[src/inc/amp_pkg.sv]
// constants, field layout and types for the adaptive profile controller
// assumes a 100 MHz system clock and a word-aligned byte-address register port

package amp_pkg;

    // ------------------------------------------------------------
    // profiles
    // ------------------------------------------------------------
    localparam int PROF_W = 4;
    localparam int NUM_PROF = 13;
    localparam logic [3:0] PROF_MIN = 4'h0;
    localparam logic [3:0] PROF_MAX = 4'hc;
    localparam logic [3:0] PROF_LIGHT = 4'ha;

    typedef enum logic [3:0] {
        MOD_BPSK, MOD_QPSK, MOD_PSK8, MOD_QAM16, MOD_QAM32, MOD_QAM64,
        MOD_QAM128, MOD_QAM256, MOD_QAM512, MOD_QAM1024, MOD_QAM2048,
        MOD_QAM4096
    } amp_mod_t;

    typedef enum logic {REQ_IDLE, REQ_HOLD} amp_req_st_t;

    // ------------------------------------------------------------
    // register map
    // ------------------------------------------------------------
    localparam int ADDR_W = 8;
    localparam logic [7:0] OFF_CTRL = 8'h00;
    localparam logic [7:0] OFF_PROF = 8'h04;
    localparam logic [7:0] OFF_THR = 8'h08;
    localparam logic [7:0] OFF_KEY = 8'h0c;
    localparam logic [7:0] OFF_STAT = 8'h10;
    localparam logic [1:0] OFF_PWR_HI = 2'h1;

    localparam int CTRL_W = 8;
    localparam int CTRL_ADAPT = 0;
    localparam int CTRL_PROT = 1;
    localparam int CTRL_TRACK = 2;
    localparam int CTRL_XPIC = 3;
    localparam int CTRL_SFREQ = 4;
    localparam int CTRL_SSCR = 5;
    localparam int CTRL_SXPIC = 6;
    localparam int CTRL_FC = 7;
    localparam logic [7:0] CTRL_RST = 8'h00;

    localparam int FIX_LSB = 0;
    localparam int MIN_LSB = 4;
    localparam int MAX_LSB = 8;
    localparam logic [11:0] PROF_RST = 12'hc00;

    localparam int UP_LSB = 0;
    localparam int DN_LSB = 8;
    localparam int BER_LSB = 16;
    localparam logic [23:0] THR_RST = 24'h8040c0;

    // ------------------------------------------------------------
    // timing
    // ------------------------------------------------------------
    localparam int CLK_NS = 10;
    localparam int REQ_GAP_NS = 1000;
    localparam int REQ_GAP_CYC = (REQ_GAP_NS + CLK_NS - 1) / CLK_NS;

endpackage

[src/core/amp_pwr_mem.sv]
// per-profile transmit power table, one word per profile
// assumes a single clock; read data come out of a register

`timescale 1ns/100ps

module amp_pwr_mem #(
    parameter int DW = 8,
    parameter int DEPTH = 13,
    parameter int AW = 4
) (
    input wire logic clk_sys,
    input wire logic rstn,
    input wire logic wr_en,
    input wire logic [AW-1:0] wr_addr,
    input wire logic [DW-1:0] wr_data,
    input wire logic [AW-1:0] rd_addr,
    output logic [DW-1:0] rd_data
);

    logic [DW-1:0] mem_r [DEPTH];

    // ------------------------------------------------------------
    // storage
    // ------------------------------------------------------------
    for (genvar i = 0; i < DEPTH; i++) begin : g_ent
        always_ff @(posedge clk_sys or negedge rstn) begin
            if (!rstn) begin
                mem_r[i] <= '0;
            end else if (wr_en && wr_addr == AW'(i)) begin
                mem_r[i] <= wr_data;
            end
        end
    end

    // out-of-range reads give zero power rather than garbage
    always_ff @(posedge clk_sys or negedge rstn) begin
        if (!rstn) begin
            rd_data <= '0;
        end else if (rd_addr < AW'(DEPTH)) begin
            rd_data <= mem_r[rd_addr];
        end else begin
            rd_data <= '0;
        end
    end

endmodule // amp_pwr_mem

[src/core/amp_ctrl.sv]
// adaptive modulation profile controller for one carrier
// assumes modem-side inputs on clk_sys; far requests arrive as pulses

`timescale 1ns/100ps

module amp_ctrl #(
    parameter logic [31:0] ACT_KEY = 32'h5a5a0001, // arbitrary value
    parameter int PWR_W = 8
) (
    input wire logic clk_sys,
    input wire logic rstn,
    input wire logic [7:0] reg_addr,
    input wire logic [31:0] reg_wdata,
    input wire logic reg_wr,
    input wire logic reg_rd,
    output logic [31:0] reg_rdata,
    input wire logic mse_valid,
    input wire logic [7:0] mse_level,
    input wire logic [7:0] ber_level,
    input wire logic far_req_up,
    input wire logic far_req_dn,
    input wire logic [3:0] far_tx_prof,
    input wire logic protect_active,
    input wire logic frame_sof,
    output logic req_up,
    output logic req_dn,
    output logic [3:0] tx_prof,
    output logic [3:0] tx_mod,
    output logic tx_fec_light,
    output logic [PWR_W-1:0] tx_pwr,
    output logic [3:0] rx_prof,
    output logic [3:0] rx_mod,
    output logic rx_fec_light,
    output logic adapt_on,
    output logic [2:0] qos_drop,
    output logic [3:0] fc_throttle,
    output logic xpic_alarm
);

    // ------------------------------------------------------------
    // helpers
    // ------------------------------------------------------------
    function automatic logic [3:0] lim(input logic [3:0] p);
        lim = (p > amp_pkg::PROF_MAX) ? amp_pkg::PROF_MAX : p;
    endfunction

    function automatic logic [3:0] mod_of(input logic [3:0] p);
        amp_pkg::amp_mod_t m;
        m = amp_pkg::amp_mod_t'(p);
        if (p > amp_pkg::PROF_LIGHT - 4'h1) begin
            m = amp_pkg::amp_mod_t'(p - 4'h1);
        end
        mod_of = 4'(m);
    endfunction

    // ------------------------------------------------------------
    // configuration
    // ------------------------------------------------------------
    logic [amp_pkg::CTRL_W-1:0] ctrl_r;
    logic [11:0] prof_cfg_r;
    logic [23:0] thr_r;
    logic key_ok_r;
    logic [3:0] fix_p;
    logic [3:0] min_p;
    logic [3:0] max_p;
    logic adapt;
    logic prot;
    logic is_active;

    assign fix_p = lim(prof_cfg_r[amp_pkg::FIX_LSB +: 4]);
    assign min_p = lim(prof_cfg_r[amp_pkg::MIN_LSB +: 4]);
    assign max_p = lim(prof_cfg_r[amp_pkg::MAX_LSB +: 4]);
    // a key-less adaptive request quietly falls back to fixed
    assign adapt = ctrl_r[amp_pkg::CTRL_ADAPT] & key_ok_r;
    assign prot = ctrl_r[amp_pkg::CTRL_PROT];
    assign is_active = !prot || protect_active;

    always_ff @(posedge clk_sys or negedge rstn) begin
        if (!rstn) begin
            ctrl_r <= amp_pkg::CTRL_RST;
            prof_cfg_r <= amp_pkg::PROF_RST;
            thr_r <= amp_pkg::THR_RST;
        end else if (reg_wr) begin
            if (reg_addr == amp_pkg::OFF_CTRL) begin
                ctrl_r <= reg_wdata[amp_pkg::CTRL_W-1:0];
            end else if (reg_addr == amp_pkg::OFF_PROF) begin
                prof_cfg_r <= reg_wdata[11:0];
            end else if (reg_addr == amp_pkg::OFF_THR) begin
                thr_r <= reg_wdata[23:0];
            end
        end
    end

    // any write to the key word re-judges it; a wrong key drops adaptive
    always_ff @(posedge clk_sys or negedge rstn) begin
        if (!rstn) begin
            key_ok_r <= 1'b0;
        end else if (reg_wr && reg_addr == amp_pkg::OFF_KEY) begin
            key_ok_r <= (reg_wdata == ACT_KEY);
        end
    end

    // ------------------------------------------------------------
    // power table port
    // ------------------------------------------------------------
    logic pwr_we;
    logic [PWR_W-1:0] pwr_rd;

    assign pwr_we = reg_wr && reg_addr[7:6] == amp_pkg::OFF_PWR_HI
        && reg_addr[1:0] == 2'h0;

    amp_pwr_mem #(
        .DW(PWR_W),
        .DEPTH(amp_pkg::NUM_PROF),
        .AW(amp_pkg::PROF_W)
    ) u_pwr (
        .clk_sys(clk_sys),
        .rstn(rstn),
        .wr_en(pwr_we),
        .wr_addr(reg_addr[5:2]),
        .wr_data(reg_wdata[PWR_W-1:0]),
        .rd_addr(tx_prof),
        .rd_data(pwr_rd)
    );

    // power follows the applied profile two cycles later
    always_ff @(posedge clk_sys or negedge rstn) begin
        if (!rstn) begin
            tx_pwr <= '0;
        end else begin
            tx_pwr <= pwr_rd;
        end
    end

    // ------------------------------------------------------------
    // request engine (receive side)
    // ------------------------------------------------------------
    amp_pkg::amp_req_st_t req_st_r;
    logic [15:0] gap_r;
    logic bad_q;
    logic good_q;

    assign bad_q = ber_level >= thr_r[amp_pkg::BER_LSB +: 8]
        || mse_level < thr_r[amp_pkg::DN_LSB +: 8];
    assign good_q = mse_level > thr_r[amp_pkg::UP_LSB +: 8];

    // hold-off keeps one request in flight per gap; steps repeat after it
    always_ff @(posedge clk_sys or negedge rstn) begin
        if (!rstn) begin
            req_st_r <= amp_pkg::REQ_IDLE;
            gap_r <= '0;
            req_up <= 1'b0;
            req_dn <= 1'b0;
        end else begin
            req_up <= 1'b0;
            req_dn <= 1'b0;
            case (req_st_r)
                amp_pkg::REQ_IDLE: begin
                    if (mse_valid && adapt && is_active) begin
                        if (bad_q) begin
                            req_dn <= 1'b1;
                            req_st_r <= amp_pkg::REQ_HOLD;
                            gap_r <= 16'(amp_pkg::REQ_GAP_CYC - 1);
                        end else if (good_q) begin
                            req_up <= 1'b1;
                            req_st_r <= amp_pkg::REQ_HOLD;
                            gap_r <= 16'(amp_pkg::REQ_GAP_CYC - 1);
                        end
                    end
                end
                amp_pkg::REQ_HOLD: begin
                    if (gap_r == 16'h0) begin
                        req_st_r <= amp_pkg::REQ_IDLE;
                    end else begin
                        gap_r <= gap_r - 16'h1;
                    end
                end
                default: begin
                    req_st_r <= amp_pkg::REQ_IDLE;
                end
            endcase
        end
    end

    // ------------------------------------------------------------
    // transmit profile
    // ------------------------------------------------------------
    logic [3:0] pend_r;
    logic [3:0] tx_nxt;

    always_comb begin
        tx_nxt = pend_r;
        if (!adapt) begin
            tx_nxt = fix_p;
        end else if (prot && !protect_active
                && !ctrl_r[amp_pkg::CTRL_TRACK]) begin
            tx_nxt = amp_pkg::PROF_MIN;
        end else if (pend_r < min_p) begin
            tx_nxt = min_p;
        end else if (pend_r > max_p) begin
            tx_nxt = max_p;
        end else if (far_req_dn && pend_r > min_p) begin
            tx_nxt = pend_r - 4'h1;
        end else if (far_req_up && pend_r < max_p) begin
            tx_nxt = pend_r + 4'h1;
        end
    end

    always_ff @(posedge clk_sys or negedge rstn) begin
        if (!rstn) begin
            pend_r <= amp_pkg::PROF_MIN;
        end else begin
            pend_r <= tx_nxt;
        end
    end

    // switching only on the frame marker keeps every frame in one profile
    always_ff @(posedge clk_sys or negedge rstn) begin
        if (!rstn) begin
            tx_prof <= amp_pkg::PROF_MIN;
            tx_mod <= 4'h0;
            tx_fec_light <= 1'b0;
        end else if (frame_sof) begin
            tx_prof <= pend_r;
            tx_mod <= mod_of(pend_r);
            tx_fec_light <= (pend_r == amp_pkg::PROF_LIGHT);
        end
    end

    // ------------------------------------------------------------
    // receive profile
    // ------------------------------------------------------------
    logic [3:0] rx_src;
    logic rx_ok;

    assign rx_src = adapt ? far_tx_prof : fix_p;
    assign rx_ok = rx_src <= amp_pkg::PROF_MAX;

    always_ff @(posedge clk_sys or negedge rstn) begin
        if (!rstn) begin
            rx_prof <= amp_pkg::PROF_MIN;
            rx_mod <= 4'h0;
            rx_fec_light <= 1'b0;
        end else if (frame_sof && rx_ok) begin
            rx_prof <= rx_src;
            rx_mod <= mod_of(rx_src);
            rx_fec_light <= (rx_src == amp_pkg::PROF_LIGHT);
        end
    end

    // ------------------------------------------------------------
    // capacity coupling and status
    // ------------------------------------------------------------
    logic [3:0] loss;

    assign loss = (tx_prof >= max_p) ? 4'h0 : max_p - tx_prof;

    always_ff @(posedge clk_sys or negedge rstn) begin
        if (!rstn) begin
            qos_drop <= 3'h0;
            fc_throttle <= 4'h0;
        end else begin
            qos_drop <= (loss > 4'h7) ? 3'h7 : loss[2:0];
            fc_throttle <= ctrl_r[amp_pkg::CTRL_FC] ? loss : 4'h0;
        end
    end

    always_ff @(posedge clk_sys or negedge rstn) begin
        if (!rstn) begin
            xpic_alarm <= 1'b0;
            adapt_on <= 1'b0;
        end else begin
            xpic_alarm <= ctrl_r[amp_pkg::CTRL_XPIC]
                && !(ctrl_r[amp_pkg::CTRL_SFREQ] && ctrl_r[amp_pkg::CTRL_SSCR]
                && ctrl_r[amp_pkg::CTRL_SXPIC] && !prot);
            adapt_on <= adapt;
        end
    end

    // ------------------------------------------------------------
    // register read
    // ------------------------------------------------------------
    always_ff @(posedge clk_sys or negedge rstn) begin
        if (!rstn) begin
            reg_rdata <= 32'h0;
        end else if (!reg_rd) begin
            reg_rdata <= 32'h0;
        end else if (reg_addr == amp_pkg::OFF_CTRL) begin
            reg_rdata <= {24'h0, ctrl_r};
        end else if (reg_addr == amp_pkg::OFF_PROF) begin
            reg_rdata <= {20'h0, prof_cfg_r};
        end else if (reg_addr == amp_pkg::OFF_THR) begin
            reg_rdata <= {8'h0, thr_r};
        end else if (reg_addr == amp_pkg::OFF_KEY) begin
            reg_rdata <= {31'h0, key_ok_r};
        end else if (reg_addr == amp_pkg::OFF_STAT) begin
            reg_rdata <= {18'h0, pend_r, xpic_alarm, adapt_on, rx_prof, tx_prof};
        end else begin
            reg_rdata <= 32'h0;
        end
    end

endmodule // amp_ctrl

[config.mk]
export PLATFORM = sky130hd
export DESIGN_NAME = amp_ctrl
export DESIGN_NICKNAME = d
export VERILOG_FILES = /design/src/inc/amp_pkg.sv /design/src/core/amp_pwr_mem.sv /design/src/core/amp_ctrl.sv
export SDC_FILE = /design/constraint.sdc
export NUM_CORES = 1
export LEC_CHECK = 0
export BUFFER_PORTS_ARGS = -buffer_cell sky130_fd_sc_hd__buf_2
export CORE_MARGIN = 2
export CORE_UTILIZATION = 40
export CTS_BUF_LIST = sky130_fd_sc_hd__clkbuf_16
export CTS_CLUSTER_SIZE = 16
export DETAILED_ROUTE_END_ITERATION = 16
export GPL_TIMING_DRIVEN = 1
export SLEW_MARGIN = 40
export SYNTH_ARGS = -nofsm -noshare
export SYNTH_HDL_FRONTEND = slang
export SYNTH_SLANG_ARGS = --single-unit
[constraint.sdc]
create_clock -name clk_sys -period 5.1 [get_ports clk_sys]
set_input_delay 0.255 -clock clk_sys [delete_from_list [all_inputs] [get_ports clk_sys]]
set_output_delay 0.255 -clock clk_sys [all_outputs]
set_load 0.02 [all_outputs]
==> summary.md <==
| Metric | Value |
|---|---|
| Status | finished, final reports clean |
| HPWL after DPL | 18.9 mm |
| RR Endpoint | pend_r[3] |
| Cts bufs inserted | 27 |
| Max Clock Skew | 0.00626 ns |
| Most common cell after layout, fill and taps aside | dfrtp_1 |
| Port buffer count | 129 |
| Setup CP Type | reg -> reg |
| Peak supply drop | 0.212 mV |
| Worst path arrival time | 3.22 ns |
| Die height | 173 um |
| Cell mode on critical path | nand2_1 |
| Startpoint Class | register |
| Hold buffer count at cts | 15 |
| Yosys top cell by area | dfrtp_1 |
| Antenna violations before repair | 4 |
| Crit-path max FO | 8 |
| Num ports | 138 |
| Hold endpoint | thr_r[14] |
| Post-route clock period utilization | 0.549 |
| Total GRT Usage | 0.185 |
| Synth area leaders | dfrtp_1, mux2_2, mux4_2, ha_1, mux2_4 |
| Routed vias/inst | 5.28 |
| Post-route minimum period | 2.80 ns |
| Global route overflow | 0 |
| Mean Syn Cell Area | 12.6 um2 |
| Die width | 173 um |
| Effective utilization at floorplan | 0.409 |
| Yosys warning count | 0 |
| Most used DFF post-synth | dfrtp_1 |
| Hold Vio Cnt, Final | 0 |
| First-pass GRT wire length | 43.7 mm |
| Initial DRT Pass Iterations | 5 |
| R2r worst-path depth | 9 |
| CP peak stage delay | 0.61 ns |
| HP Start | reg_wdata[14] |
| Pwr Density | 312 nW/um2 |
| Post-synth EDFFs | 0 |
| CP endpoint kind | register |
| WL per Instance | 19.2 um |
| CP top delay family | simple AND/OR/NAND/NOR gates |
| Die area | 29,900 um2 |
| Area share of the largest cell type after synthesis | 0.511 |
| Initial DRC count | 484 |
| CTS sink count | 239 |
| Share of post-route cells with drive strength above 1 | 0.349 |
| CTS max path bufs | 3 |
| Unrepaired setup endpoints after global routing | no |
| WP buf/inv | 1 |
| Largest net degree at the start of global routing | 116 |
| Critical-path cell list | nand2_1, nand2_1, inv_1, ha_1, nand4_1, nand2_1, a2bb2oi_1, nand4_1, o22a_1 |
| Seq/Total Area, Yosys | 0.524 |
| Hold-critical path depth | 2 |
| Max frequency | 357 MHz |
| Worst-path clk slew | 0.06 ns |
| Static leakage | 6.41 nW |
| Yosys reg bits | 239 |
| Via count | 7,622 |
| Total wire length | 27.7 mm |
| Antenna-violating nets left | 0 |
| MaxCap Viol Count | 0 |
| Final setup violation count | 0 |
| Area Overhead vs Synth | 17.4% |
| Register-to-register setup slack | 2.30 ns |
| FF-to-FF Start | prof_cfg_r[10] |
| Setup repair bufs after CTS | 0 |
| Synth Instances | 908 |
| Critical-path cell with the highest stage delay | dfstp_2 |
| CTS root buf | clkbuf_16 |
| Required @ worst endpoint | 5.52 ns |
| Synth async-reset ratio | 1.00 |
| Actual slew at the worst max-slew pin | 0.821 ns |
| Commonest cells after routing, fill and taps aside | dfrtp_1, mux2_2, buf_2, nand2_1, inv_1 |
| Final core utilization | 0.480 |
| # rows | 61 |
| Routability cong. | 0.792 |
| Vias in the first global route | 7,617 |
| Core area | 27,900 um2 |
| Clock Latency Late Sink | 0.53 ns |
| # nets final | 1,158 |
| Yosys cell types | 67 |
| DRC viols | 0 |
| TNS Setup | 0 ns |
| Post-cts resize count | 0 |
| H-tree levels | 1 |
| Fin. max-slew vios | 0 |
| Mapped cell area | 11,400 um2 |
| Hold crit path type | in -> reg |
| CTS tree | built |
| Max-slew headroom | 0.451 |
## logic make-up (layout without fill, tap and decap cells)
kind of cell,count (synthesis),in the layout,synth area share
DFF,239,239,0.524
buffers and inverters,96,245,0.0359
other,1,10,0.000328
and+or+nand+nor,212,212,0.0974
muxes,180,180,0.207
adders and majority gates,44,44,0.0489
xor gates and xnor gates,20,20,0.0153
AOI/OAI and AO/OA,116,116,0.0704
## per-layer routing
layer,track usage,wire length [um],vias to the layer above
li1,-,-,3549
met1,0.262,12800,3869
met4,0.0385,408,4
met3,0.0339,1330,32
met2,0.299,13100,168
met5,0,27,-
## synth_stat cells, types with 3 or more instances
| library cell | instances |
|---|---|
| dfrtp_1 | 233 |
| mux2_2 | 132 |
| nor2_1 | 58 |
| nand2_1 | 55 |
| inv_1 | 47 |
| ha_1 | 43 |
| clkbuf_1 | 33 |
| a21oi_1 | 27 |
| mux4_2 | 24 |
| mux2_4 | 20 |
| o21ai_0 | 18 |
| and2_1 | 16 |
| a221oi_1 | 15 |
| xnor2_1 | 13 |
| a31oi_1 | 11 |
| nor4_1 | 11 |
| nand3_1 | 10 |
| nand4_1 | 10 |
| nand2b_1 | 9 |
| o221ai_1 | 9 |
| buf_4 | 8 |
| xor2_1 | 7 |
| dfstp_2 | 6 |
| nor3_1 | 6 |
| nor2b_1 | 5 |
| nor3_2 | 5 |
| a222oi_1 | 4 |
| a22oi_1 | 4 |
| buf_2 | 4 |
| mux2i_1 | 4 |
| nor4bb_1 | 4 |
| a211o_1 | 3 |
| a21o_1 | 3 |
| a41oi_1 | 3 |
| or3_1 | 3 |
| or4_1 | 3 |
## power breakdown
group          switching [mW]  leakage (nW)  internal (mW)
Combinational           0.248          2.81          0.181
Sequential             0.0556          3.19           1.98
Clock                   0.758         0.405          0.952
Total                    1.06          6.41           3.12
## layout make-up
class / instances / area, um2
antenna: 2 / 5.00
clock buffer: 27 / 676
clock inverter: 21 / 93.8
fill: 2532 / 14500
inverter: 49 / 184
multi-input combinational: 580 / 5120
sequential: 239 / 5990
tap: 378 / 473
timing repair buffer: 148 / 868
## registers in the layout, summed over array words and instances (netlist names), 8 cells and up
signal and cells:
gap_r 16, ctrl_r 8, reg_rdata 24, u_pwr.rd_data 8, tx_pwr 8, prof_cfg_r 12
thr_r 24, u_pwr.mem_r 104
## worst max path at each step
stage,startpoint,endpoint,slack [ns],depth (start not counted)
after floorplan,tx_prof[1],fc_throttle[3],2.58,10
after global placement,reg_addr[1],thr_r[22],2.05,6
after detailed placement,reg_addr[1],thr_r[19],1.96,6
after CTS,key_ok_r,rx_mod[1],2.30,7
after global routing,prof_cfg_r[10],pend_r[3],2.09,9
final,prof_cfg_r[10],pend_r[3],2.30,9
## stage by stage
step / hold slack [ns] / total power, mW / cell area (um2) / instances / setup WS, ns
after floorplan: -0.0406 / 2.32 / 11400 / 915 / 2.58
after global placement: 0.333 / 2.48 / 12400 / 1378 / 2.05
after detailed placement: 0.224 / 2.49 / 12500 / 1379 / 1.96
after CTS: 0.00552 / 4.22 / 13400 / 1442 / 2.30
after global routing: 0.0156 / 4.36 / 13400 / 1444 / 2.09
final: 0.0235 / 4.18 / 13400 / 1444 / 2.30
No activity file was read; power rests on OpenSTA's default activity.
